<file path="src/iocec_pkg.sv">
// Shared constants for the I/O channel error check block
package iocec_pkg;

	// ****************************************
	// Command word layout (bit 0 is the MSB of 64)
	// ****************************************
	localparam int CCW_W          = 64;
	localparam int CMD_HI         = 63;   // Command byte, word bits 0-7
	localparam int CMD_LO         = 56;
	localparam int CMD_LOW4_HI    = 59;   // Word bits 4-7
	localparam int CMD_LOW4_LO    = 56;
	localparam int FLAG_PCI_POS   = 29;   // Word bit 34
	localparam int RSV_HI         = 26;   // Word bits 37-39
	localparam int RSV_LO         = 24;
	localparam int CNT_HI         = 15;   // Word bits 48-63
	localparam int CNT_LO         = 0;
	localparam logic [3:0] CMD_TIC_LOW4 = 4'h8;

	// ****************************************
	// Status bits held in the channel status word
	// ****************************************
	localparam int ST_W        = 8;
	localparam int ST_PROG     = 0;   // Program check
	localparam int ST_PROT     = 1;   // Status bit 43
	localparam int ST_DATA     = 2;   // Status bit 44
	localparam int ST_IFC      = 3;   // Status bit 45
	localparam logic [ST_W-1:0] ST_RESET = 8'h00;

	// ****************************************
	// Buffer and selective reset timing
	// ****************************************
	localparam int BUF_DEPTH          = 2;
	localparam int SEL_RST_NS         = 250;
	localparam int CLK_NS             = 50;
	localparam int SEL_RST_CYC        = (SEL_RST_NS + CLK_NS - 1) / CLK_NS;
	localparam logic [3:0] SEL_RST_CYC_W = 4'(SEL_RST_CYC);

endpackage

</file>
<file path="src/iocec_buf.sv">
// Two-entry valid/ready buffer for output data bytes
`timescale 1ns/1ps
`default_nettype none
module iocec_buf #(
	parameter int W = 10
) (
	input  wire logic         sys_clk,   // Clock
	input  wire logic         rst,       // Async reset
	input  wire logic [W-1:0] in_data,   // Fill data
	input  wire logic         in_valid,  // Fill valid
	output logic              in_ready,  // Room left
	output logic [W-1:0]      out_data,  // Drain data
	output logic              out_valid, // Drain valid
	input  wire logic         out_ready  // Drain ready
);
	import iocec_pkg::*;

	logic [W-1:0] mem_reg [BUF_DEPTH];
	logic         wp_reg;
	logic         rp_reg;
	logic [1:0]   cnt_reg;
	logic         push;
	logic         pop;

	assign push      = in_valid && in_ready;
	assign pop       = out_valid && out_ready;
	assign in_ready  = (cnt_reg != 2'(BUF_DEPTH));
	assign out_valid = (cnt_reg != 2'h0);
	assign out_data  = mem_reg[rp_reg];

	always_ff @(posedge sys_clk)
	begin
		if (push)
			mem_reg[wp_reg] <= in_data;
	end

	always_ff @(posedge sys_clk or posedge rst)
	begin
		if (rst)
		begin
			wp_reg  <= 1'b0;
			rp_reg  <= 1'b0;
			cnt_reg <= 2'h0;
		end
		else
		begin
			if (push)
				wp_reg <= ~wp_reg;
			if (pop)
				rp_reg <= ~rp_reg;
			cnt_reg <= cnt_reg + 2'(push) - 2'(pop);
		end
	end
endmodule
`default_nettype wire

</file>
<file path="src/iocec_top.sv">
// Error detection and status bits of an I/O channel
`timescale 1ns/1ps
`default_nettype none
module iocec_top #(
	parameter int CNT_W = 16
) (
	input  wire logic                        sys_clk,        // 20 MHz clock
	input  wire logic                        rst,            // Async reset, high
	// Command word check
	input  wire logic                        ccw_valid,      // Fetched word strobe
	input  wire logic [iocec_pkg::CCW_W-1:0] ccw_word,       // Fetched command word
	input  wire logic                        ccw_first,      // First word of chain
	input  wire logic                        ccw_via_tic,    // Reached through transfer
	input  wire logic                        ccw_addr_exc,   // Address fault on word fetch
	input  wire logic                        ccw_prot_exc,   // Protection on word fetch
	input  wire logic                        ccw_chain,      // Word asks for chaining
	input  wire logic                        instr_invalid,  // Invalid instruction pulse
	// Storage data side
	input  wire logic                        in_wr_done,     // Input word written
	input  wire logic                        in_wr_prot,     // Protection on input write
	input  wire logic                        in_wr_addr,     // Address fault on input write
	input  wire logic                        in_wr_par,      // Storage parity on write
	input  wire logic                        in_bus_par_err, // Input bus parity error pulse
	input  wire logic                        out_byte_valid, // Output byte from storage
	output logic                             out_byte_ready, // Buffer can take a byte
	input  wire logic [7:0]                  out_byte,       // Output byte data
	input  wire logic                        out_byte_prot,  // Word had protection fault
	input  wire logic                        out_byte_addr,  // Word had address fault
	input  wire logic                        out_byte_par,   // Word had storage parity
	// Output bus to control units
	output logic [7:0]                       bus_out,        // Output data byte
	output logic                             bus_out_par,    // Output parity bit
	output logic                             bus_out_valid,  // Byte presented
	input  wire logic                        bus_out_take,   // Unit takes the byte
	// Interface byte checks, pins
	input  wire logic                        if_byte_stb,    // Address/status byte strobe
	input  wire logic [8:0]                  if_byte,        // Byte with parity bit 8
	input  wire logic                        if_is_cu_addr,  // Poll address from unit
	input  wire logic                        if_is_mux,      // Multiplexer channel mode
	input  wire logic                        sel_check,      // Selection answer strobe
	input  wire logic [7:0]                  sel_sent_addr,  // Address channel sent
	input  wire logic                        if_timing_err,  // Wrong timing pulse
	// Transfer control
	input  wire logic                        xfer_start,     // Load byte count
	input  wire logic [CNT_W-1:0]            xfer_count,     // Initial byte count
	input  wire logic                        unit_end,       // Unit ends transfer
	input  wire logic                        status_clear,   // Status stored/cleared
	output logic [iocec_pkg::ST_W-1:0]       status,         // Sticky error flags
	output logic                             chain_allow,    // Chaining may proceed
	output logic                             xfer_active,    // Transfer running
	output logic                             sel_reset       // Selective reset out
);
	import iocec_pkg::*;

	// ****************************************
	// Pin synchronisers for the interface strobes
	// ****************************************
	logic [2:0] s_ifstb;
	logic [2:0] s_selck;
	logic [2:0] s_tmerr;
	logic [8:0] ifb_q1, ifb_q2;
	logic [7:0] sent_q1, sent_q2;
	logic       cu_q1, cu_q2, mux_q1, mux_q2;

	always_ff @(posedge sys_clk or posedge rst)
	begin
		if (rst)
		begin
			s_ifstb <= 3'h0;
			s_selck <= 3'h0;
			s_tmerr <= 3'h0;
		end
		else
		begin
			s_ifstb <= {s_ifstb[1:0], if_byte_stb};
			s_selck <= {s_selck[1:0], sel_check};
			s_tmerr <= {s_tmerr[1:0], if_timing_err};
		end
	end

	// Data held steady by the strobe, sampled twice before use
	always_ff @(posedge sys_clk or posedge rst)
	begin
		if (rst)
		begin
			ifb_q1  <= 9'h000;
			ifb_q2  <= 9'h000;
			sent_q1 <= 8'h00;
			sent_q2 <= 8'h00;
			cu_q1   <= 1'b0;
			cu_q2   <= 1'b0;
			mux_q1  <= 1'b0;
			mux_q2  <= 1'b0;
		end
		else
		begin
			ifb_q1  <= if_byte;
			ifb_q2  <= ifb_q1;
			sent_q1 <= sel_sent_addr;
			sent_q2 <= sent_q1;
			cu_q1   <= if_is_cu_addr;
			cu_q2   <= cu_q1;
			mux_q1  <= if_is_mux;
			mux_q2  <= mux_q1;
		end
	end

	// Rising edge counts once stages two and three agree
	logic ifstb_lv, selck_lv, tmerr_lv;
	always_ff @(posedge sys_clk or posedge rst)
	begin
		if (rst)
		begin
			ifstb_lv <= 1'b0;
			selck_lv <= 1'b0;
			tmerr_lv <= 1'b0;
		end
		else
		begin
			if (s_ifstb[1] == s_ifstb[2])
				ifstb_lv <= s_ifstb[2];
			if (s_selck[1] == s_selck[2])
				selck_lv <= s_selck[2];
			if (s_tmerr[1] == s_tmerr[2])
				tmerr_lv <= s_tmerr[2];
		end
	end
	logic ifstb_d, selck_d, tmerr_d;
	always_ff @(posedge sys_clk or posedge rst)
	begin
		if (rst)
		begin
			ifstb_d <= 1'b0;
			selck_d <= 1'b0;
			tmerr_d <= 1'b0;
		end
		else
		begin
			ifstb_d <= ifstb_lv;
			selck_d <= selck_lv;
			tmerr_d <= tmerr_lv;
		end
	end
	logic if_ev, sel_ev, tm_ev;
	assign if_ev  = ifstb_lv && !ifstb_d;
	assign sel_ev = selck_lv && !selck_d;
	assign tm_ev  = tmerr_lv && !tmerr_d;

	// ****************************************
	// Command word checks
	// ****************************************
	logic is_tic;
	logic prog_ccw;
	logic wr_prot_ev;
	logic wr_addr_ev;
	// Fault levels only count with their write strobe
	assign wr_prot_ev = in_wr_done && in_wr_prot;
	assign wr_addr_ev = in_wr_done && in_wr_addr;
	assign is_tic = (ccw_word[CMD_LOW4_HI:CMD_LOW4_LO] == CMD_TIC_LOW4);
	assign prog_ccw = ccw_valid && (
		(ccw_word[CMD_LOW4_HI:CMD_LOW4_LO] == 4'h0) ||
		(!is_tic && ccw_word[CNT_HI:CNT_LO] == 16'h0000) ||
		(ccw_via_tic && is_tic) ||
		(ccw_first && (is_tic || ccw_word[FLAG_PCI_POS])) ||
		(ccw_word[RSV_HI:RSV_LO] != 3'h0) ||
		ccw_addr_exc);

	// ****************************************
	// Output path through the two-entry buffer
	// ****************************************
	logic [10:0] b_out;
	logic        b_valid;
	logic        b_ready;
	logic        stop_reg;
	logic        send;

	iocec_buf #(.W(11)) u_buf (
		.sys_clk   (sys_clk),
		.rst       (rst),
		.in_data   ({out_byte_par, out_byte_addr, out_byte_prot, out_byte}),
		.in_valid  (out_byte_valid && !stop_reg),
		.in_ready  (out_byte_ready),
		.out_data  (b_out),
		.out_valid (b_valid),
		.out_ready (b_ready)
	);

	// A faulty byte is only judged when it is really the next to go
	logic bad_prot, bad_addr, bad_par;
	assign bad_prot = b_valid && b_out[8] && xfer_active;
	assign bad_addr = b_valid && b_out[9] && xfer_active;
	assign bad_par  = b_valid && b_out[10] && xfer_active;
	assign b_ready  = !bus_out_valid || bus_out_take || stop_reg;
	assign send     = b_valid && b_ready && !stop_reg && !bad_prot && !bad_addr;

	always_ff @(posedge sys_clk or posedge rst)
	begin
		if (rst)
		begin
			bus_out       <= 8'h00;
			bus_out_par   <= 1'b0;
			bus_out_valid <= 1'b0;
		end
		else if (send)
		begin
			bus_out       <= b_out[7:0];
			bus_out_par   <= b_out[10] ? ^b_out[7:0] : ~^b_out[7:0];
			bus_out_valid <= 1'b1;
		end
		else if (bus_out_take)
			bus_out_valid <= 1'b0;
	end

	// ****************************************
	// Byte count and transfer end
	// ****************************************
	logic [CNT_W-1:0] count_reg;
	always_ff @(posedge sys_clk or posedge rst)
	begin
		if (rst)
		begin
			count_reg   <= '0;
			xfer_active <= 1'b0;
			stop_reg    <= 1'b0;
		end
		else if (xfer_start)
		begin
			count_reg   <= xfer_count;
			xfer_active <= 1'b1;
			stop_reg    <= 1'b0;
		end
		else
		begin
			if (send || (xfer_active && in_wr_done))
				count_reg <= count_reg - CNT_W'(1);
			// Data check does not end it; only count, unit or a protection or address fault does
			if (unit_end || ((send || in_wr_done) && count_reg == CNT_W'(1)))
				xfer_active <= 1'b0;
			// Stop after last good byte on protection or address fault
			if (bad_prot || bad_addr || wr_prot_ev || wr_addr_ev)
			begin
				stop_reg    <= 1'b1;
				xfer_active <= 1'b0;
			end
		end
	end

	// ****************************************
	// Interface checks and selective reset
	// ****************************************
	logic addr_par_bad, mux_poll_bad, sel_mis, ifc_set;
	logic [3:0] sr_cnt;
	assign addr_par_bad = if_ev && !(^ifb_q2);
	assign mux_poll_bad = addr_par_bad && cu_q2 && mux_q2;
	assign sel_mis      = sel_ev && (ifb_q2[7:0] != sent_q2);
	assign ifc_set      = (addr_par_bad && !mux_poll_bad) || sel_mis || tm_ev;

	always_ff @(posedge sys_clk or posedge rst)
	begin
		if (rst)
		begin
			sr_cnt    <= 4'h0;
			sel_reset <= 1'b0;
		end
		else if (ifc_set || mux_poll_bad)
		begin
			sr_cnt    <= SEL_RST_CYC_W;
			sel_reset <= 1'b1;
		end
		else if (sr_cnt != 4'h0)
		begin
			sr_cnt    <= sr_cnt - 4'h1;
			sel_reset <= (sr_cnt != 4'h1);
		end
	end

	// ****************************************
	// Sticky status flags; a set beats a clear
	// ****************************************
	logic [ST_W-1:0] set_vec;
	always_comb
	begin
		set_vec          = '0;
		set_vec[ST_PROG] = prog_ccw || instr_invalid || bad_addr || wr_addr_ev;
		set_vec[ST_PROT] = (ccw_valid && ccw_prot_exc) || wr_prot_ev || bad_prot;
		set_vec[ST_DATA] = in_bus_par_err || (in_wr_done && in_wr_par) ||
			(send && bad_par);
		set_vec[ST_IFC]  = ifc_set;
	end

	always_ff @(posedge sys_clk or posedge rst)
	begin
		if (rst)
			status <= ST_RESET;
		else
			status <= (status_clear ? ST_RESET : status) | set_vec;
	end

	always_ff @(posedge sys_clk or posedge rst)
	begin
		if (rst)
			chain_allow <= 1'b0;
		else if (xfer_start)
			chain_allow <= ccw_chain;
		else if (set_vec[ST_DATA] || set_vec[ST_PROG])
			chain_allow <= 1'b0;
	end
endmodule
`default_nettype wire

</file>
<file path="config.mk">
export PLATFORM = sky130hd
export DESIGN_NAME = iocec_top
export DESIGN_NICKNAME = d
export VERILOG_FILES = /design/src/iocec_pkg.sv /design/src/iocec_buf.sv /design/src/iocec_top.sv
export SDC_FILE = /design/constraint.sdc
export NUM_CORES = 1
export LEC_CHECK = 0
export ABC_AREA = 0
export ABC_CLOCK_PERIOD_IN_PS = 6200
export BUFFER_PORTS_ARGS = -buffer_cell sky130_fd_sc_hd__buf_2
export CAP_MARGIN = 20
export CORE_ASPECT_RATIO = 0.5
export CORE_UTILIZATION = 50
export DETAILED_ROUTE_END_ITERATION = 6
export PLACE_DENSITY = 0.9
export SLEW_MARGIN = 20
export SYNTH_ARGS = -nofsm -noshare
export SYNTH_HDL_FRONTEND = slang
export SYNTH_SLANG_ARGS = --single-unit
</file>
<file path="constraint.sdc">
create_clock -name sys_clk -period 6.2 [get_ports sys_clk]
set_clock_uncertainty 0.1 [all_clocks]
set_input_delay 0.31 -clock sys_clk [delete_from_list [all_inputs] [get_ports sys_clk]]
set_output_delay 0.31 -clock sys_clk [all_outputs]
set_load 0.01 [all_outputs]
</file>
==> results_dict.tcl, run 1 <==
set metrics [dict create \
    layout-drive-gt1-share_pct 27.34 \
    cts_tree "built" \
    grt_pass1_vias 4154 \
    fin_crit_sh_pct 51.88 \
    endpoint "count_reg[15]$_DFFE_PP0P_" \
    final_max_slew_viol_count 0 \
    antenna_cells 0 \
    netlist_area_um2 4830 \
    tightest_slew_ns 0.9171 \
    critPathArrivalTime_ns 3.41 \
    fin_setup_tns_ns 0 \
    post-cts-setup-buffer-count 0 \
    grt_pass1_wl_um 21290 \
    numCtsBuffers 17 \
    yosysWarnings 0 \
    p_int_mw 1.763 \
    clock_latency_ns 0.42 \
    synth-seq-cells 117 \
    leakage_nw 2.836 \
    track_usage_pct 28.81 \
    io_pins 154 \
    hold_viol_final 0 \
    hold_class "primary input to register" \
    swShare_pct 30.72 \
    hpwlAfterDp_um 7540 \
    clock-sinks 117 \
    slowest_delay_ns 0.88 \
    syn_avg_cell_area_um2 12.35 \
    place_area_um2 5513 \
    wl_per_cell_um 19.42 \
    cts_root_buf "clkbuf_16" \
    power_frac_comb_pct 22.7 \
    fmax_ghz 0.3109 \
    vias 3892 \
    stdcell_area_um2 6414 \
    cts-resized-gates 0 \
    rsz0062_at_grt "false" \
    clk_pin_slew_ns 0.06 \
    reg2reg_depth 5 \
    startpoint "u_buf.rp_reg$_DFFE_PP0P_" \
    cp-end-kind "register" \
    remaining_drc_errors 0 \
    slowest_stage "dfrtp_1" \
    ys_types 54 \
    powerDensity_nw_per_um2 396.7 \
    firstDrtPassIters 5 \
    htree_levels 4 \
    nFillCells 552 \
    worst-setup-path-type "register to register" \
    rows 24 \
    dieArea_um2 10080 \
    crit_path_max_fanout 16 \
    core_region_area_um2 9039 \
    outcome "complete, no violations" \
    synthArstFlopShare_pct 81.20 \
    clockBufferDepth 2 \
    fin_nets 682 \
    fp.dieW_um 141.0 \
    peakVddDrop_uv 251.9 \
    wl_um 13320 \
    drt_iter0_markers 433 \
    max_cap_viol_count 0 \
    worstPathCellList "mux2i_1 > a21oi_1 > nor3_1 > o21ai_0 > a221o_1" \
    die_y_um 71.50 \
    r2r-end "count_reg[15]$_DFFE_PP0P_" \
    power.share.clock_pct 37.1 \
    syn_inst 391 \
    antenna_found_initial 0 \
    regToRegSetupSlack_ns 2.98 \
    reg2reg_from "u_buf.rp_reg$_DFFE_PP0P_" \
    viasPerCell 5.673 \
    portBuffers 109 \
    period_minus_slack_ns 3.217 \
    ys_seq_area_share_pct 62.90 \
    postRouteAntennaNets 0 \
    startpoint_type "register" \
    postCtsHoldBufs 33 \
    synth_edf_count 22 \
    place_congestion 0.8476 \
    grt_max_degree 52 \
    crit_required_ns 6.39 \
    netSwitchingPower_uw 781.7 \
    grt_overflow 0 \
    fin_util_pct 70.96 \
    area_growth_pct 32.80 \
    synthFlopType "dfrtp_1" \
    slew_headroom_pct 38.63 \
    initial_core_util_pct 53.43 \
    setup_violations 0 \
    largest_register_ffs 22 \
    pwr-share-seq_pct 40.2 \
]
==> metrics by stage <==
step,hold WS [ns],std cells,worst slack [ns],total power [mW]
2_1_floorplan,0.2312,394,3.313,1.396
3_3_place_gp,0.2316,620,3.387,1.528
3_5_place_dp,0.2347,621,3.310,1.565
4_1_cts,0.001746,686,3.264,2.516
5_1_grt,0.006327,686,2.814,2.657
6_report,0.008834,686,2.983,2.545
==> kinds of logic (layout without fill, tap and decap cells) <==
| kind of cell | after synthesis | in the layout | synth area share, % |
|---|---|---|---|
| AOI/OAI and AO/OA | 73 | 73 | 10.49 |
| xor gates and xnor gates | 33 | 33 | 6.554 |
| adders and majority gates | 10 | 10 | 2.435 |
| buffers and inverters | 32 | 194 | 2.979 |
| DFF | 117 | 117 | 62.90 |
| muxes | 16 | 16 | 3.342 |
| other | 1 | 4 | 0.07765 |
| and+or+nand+nor | 109 | 109 | 11.22 |
==> power by group through the flow <==
stage	Combinational, mW	Clock, mW	Sequential (mW)
6_report	0.577	0.945	1.02
5_1_grt	0.633	0.986	1.04
4_1_cts	0.566	0.934	1.02
3_5_place_dp	0.538	0	1.03
3_3_place_gp	0.510	0	1.02
2_1_floorplan	0.391	0	1.01
==> layer usage <==
metal	global-route usage [%]	vias to the layer above	routed length (um)
met3	7.754	88	1072
li1	-	1697	-
met5	0	-	0
met2	48.31	260	6690
met4	20.53	0	809
met1	32.94	1847	4748
==> cells in the mapped netlist (all sizes together) (2+ instances only) <==
master	n	share of area, %
a221o	2	0.41
a21boi	3	0.47
xnor2	16	2.9
a31oi	3	0.39
nor2b	10	1.3
a211oi	2	0.31
ha	7	1.8
nor2	27	2.1
nor4	9	1.2
or2	5	0.65
edfxtp	22	14
and2	2	0.26
o21ai	14	1.5
dfrtp	95	49
clkbuf	8	0.62
maj3	3	0.62
o211a	2	0.41
o41ai	6	1.1
nand3	4	0.41
xnor3	2	0.93
nand2b	3	0.39
or3	5	0.75
nor3	10	1.0
a21oi	19	2.0
o2111ai	3	0.54
buf	7	1.0
o211ai	7	1.1
nand2	28	2.2
inv	17	1.3
mux2i	15	3.1
xor2	15	2.7
o311ai	3	0.54
==> cell type report <==
cell class / count / area, um2 / area share (%)
Clock inverter: 14 / 137.6 / 2.146
Timing Repair Buffer: 145 / 918.4 / 14.32
Inverter: 17 / 65.06 / 1.014
Multi-Input combinational cell: 245 / 1663 / 25.93
Tap cell: 130 / 162.7 / 2.536
Sequential cell: 117 / 3038 / 47.37
Clock buffer: 18 / 429.2 / 6.691
==> layout by cell type, fill, tap and decap left out, drive strengths merged, types with 3 or more instances in the layout <==
master | netlist | layout
dfrtp | 95 | 95
a21boi | 3 | 3
xor2 | 15 | 15
ha | 7 | 7
nand3 | 4 | 4
o311ai | 3 | 3
a31oi | 3 | 3
nor4 | 9 | 9
buf | 7 | 112
or3 | 5 | 5
o2111ai | 3 | 3
nor2b | 10 | 10
nor3 | 10 | 10
dlygate4sd3 | 0 | 33
maj3 | 3 | 3
clkbuf | 8 | 18
clkinv | 0 | 7
o41ai | 6 | 6
or2 | 5 | 5
xnor2 | 16 | 16
conb | 1 | 4
o211ai | 7 | 7
clkinvlp | 0 | 6
nor2 | 27 | 27
inv | 17 | 16
nand2b | 3 | 3
a21oi | 19 | 19
nand2 | 28 | 28
mux2i | 15 | 15
o21ai | 14 | 14
edfxtp | 22 | 22
==> worst max-delay path, delay by kind of cell, from the launching register on <==
family	cells	cell delay (ns)
AO/OA/AOI/OAI	3	0.91
flip-flops	1	0.88
multiplexers	1	0.47
AND/OR/NAND/NOR	1	0.74
==> how the worst min path moves through the flow <==
stage                               startpoint  slack [ns]                       endpoint  depth (start not counted)
after floorplan                cu_q1$_DFF_PP0_        0.23                cu_q2$_DFF_PP0_                          0
after global placement    sent_q1[4]$_DFF_PP0_        0.23           sent_q2[4]$_DFF_PP0_                          0
after detailed placement   ifb_q1[4]$_DFF_PP0_        0.23            ifb_q2[4]$_DFF_PP0_                          0
after CTS                        xfer_count[5]       0.002       count_reg[5]$_DFFE_PP0P_                          3
after global routing               out_byte[3]       0.006  u_buf.mem_reg[1][3]$_DFFE_PP_                          1
final                              out_byte[3]       0.009  u_buf.mem_reg[1][3]$_DFFE_PP_                          1
No activity file was read; power rests on OpenSTA's default activity.
==> inputs of run 2 (changes only) <==
Settings changed: ABC_CLOCK_PERIOD_IN_PS 6200 to 3000.
Clock period 6.2 ns to 3 ns, I/O delays scaled along.
==> results_dict.tcl, run 2 (synthesized netlist as in run 1, its figures left out) <==
set metrics [dict create \
    fin_crit_sh_pct 90.63 \
    initial_core_util_pct 53.43 \
    wl_um 15760 \
    worstPathCellList "nor4_1 > nand3b_1 > nor3_1 > o21ai_0 > a221o_1" \
    fin_ws_ns 0.2810 \
    fmax_ghz 0.3678 \
    outcome "complete, no violations" \
    postRouteAntennaNets 0 \
    place_congestion 0.8413 \
    place_worst_setup_slack_ns 0.6845 \
    slowest_stage "nor4_1" \
    rows 24 \
    peakVddDrop_uv 561.5 \
    portBuffers 109 \
    leakage_nw 3.018 \
    cp-end-kind "register" \
    grt_overflow 0 \
    fin_util_pct 75.10 \
    period_minus_slack_ns 2.719 \
    cts_root_buf "clkbuf_16" \
    hold_class "primary input to register" \
    startpoint_type "register" \
    slowest_delay_ns 0.58 \
    layout-drive-gt1-share_pct 26.67 \
    worst-setup-path-type "register to register" \
    final_max_slew_viol_count 0 \
    clock-sinks 117 \
    highest_layer "met4" \
    largest_register_ffs 22 \
    io_pins 154 \
    crit_path_max_fanout 8 \
    antenna_found_initial 1 \
    area_growth_pct 40.54 \
    final_cell_mix "109 x buf_2, 95 x dfrtp_1, 59 x dlygate4sd3_1, 28 x nand2_1, 27 x nor2_1" \
    wl_per_cell_um 22.01 \
    numCtsBuffers 17 \
    fin_setup_tns_ns 0 \
    clk_pin_slew_ns 0.07 \
    path_buf_inv 0 \
    track_usage_pct 34.35 \
    hold_viol_final 0 \
    cp_top_family "simple AND/OR/NAND/NOR gates" \
    slew_headroom_pct 37.23 \
    grt_pass1_wl_um 24890 \
    clockBufferDepth 2 \
    final_common_cell "buf_2" \
    grt_pass1_vias 4523 \
    fin_nets 711 \
    wl_met3_um 1495 \
    vias 4382 \
    rsz0062_at_grt "false" \
    hpwlAfterDp_um 7654 \
    die_y_um 71.50 \
    tightest_slew_ns 0.9380 \
    grt_max_degree 50 \
    setup_violations 0 \
    max_cap_viol_count 0 \
    drt_iter0_markers 721 \
    remaining_drc_errors 0 \
    m1WireLength_um 5498 \
    core_region_area_um2 9039 \
    nFillCells 474 \
    crit_required_ns 3.21 \
    firstDrtPassIters 6 \
    dieArea_um2 10080 \
    viasPerCell 6.120 \
    clock_latency_ns 0.43 \
    regToRegSetupSlack_ns 0.28 \
    powerDensity_nw_per_um2 846.4 \
    critPathArrivalTime_ns 2.93 \
    hold_ws_ns 0.07692 \
    fp.dieW_um 141.0 \
    wl_met2_um 7456 \
    htree_levels 4 \
    cts_tree "built" \
]
## run 2: worst reg2reg max path: cells and delay by family (launching register included)
family | cells | cell delay (ns)
DFF | 1 | 0.48
and+or+nand+nor | 3 | 1.45
AOI/OAI and AO/OA | 2 | 0.58
## run 2: stage by stage
| step | power (mW) | cell area [um2] | std cells |
|---|---|---|---|
| after CTS | 5.634 | 6782 | 715 |
| after global placement | 3.167 | 5515 | 624 |
| after global routing | 5.960 | 6788 | 716 |
| after detailed placement | 3.238 | 5515 | 624 |
| after floorplan | 2.885 | 4841 | 394 |
| final | 5.745 | 6788 | 716 |
## run 2: layout make-up
type | instances | area, um2 | share of cell area, %
sequential | 117 | 3038 | 44.76
antenna | 1 | 2.502 | 0.03687
inverter | 17 | 65.06 | 0.9585
clock inverter | 11 | 193.9 | 2.857
clock buffer | 21 | 481.7 | 7.097
tap | 130 | 162.7 | 2.396
multi-input combinational | 245 | 1663 | 24.50
timing repair buffer | 174 | 1181 | 17.40
## run 2: what timing repair did
item                                   CTS  global route
resized for setup                        0             0
hold buffers                            59             0
setup buffers                            0             0
endpoints found under the hold margin  112             0
## run 2: final timing paths
path / from / to / cells after the start
min reg2reg: ifb_q1[7]$_DFF_PP0_ / ifb_q2[7]$_DFF_PP0_ / 0
min in group asynchronous: rst / sent_q2[0]$_DFF_PP0_ / 3
min: ccw_valid / status[0]$_DFF_PP0_ / 3
max: count_reg[5]$_DFFE_PP0P_ / count_reg[15]$_DFFE_PP0P_ / 5
max reg2reg: count_reg[5]$_DFFE_PP0P_ / count_reg[15]$_DFFE_PP0P_ / 5
max in group asynchronous: rst / sent_q2[3]$_DFF_PP0_ / 4
## run 2: report_power, final
group | switching [mW] | internal, mW
combinational | 0.748 | 0.576
clock | 0.761 | 1.57
sequential | 0.204 | 1.89
total | 1.71 | 4.03
## run 2: layer usage
metal	vias to the layer above	global-route usage [%]
met5	-	0
met4	0	29.83
met3	146	11.63
met2	388	54.01
met1	2090	38.59
li1	1758	-
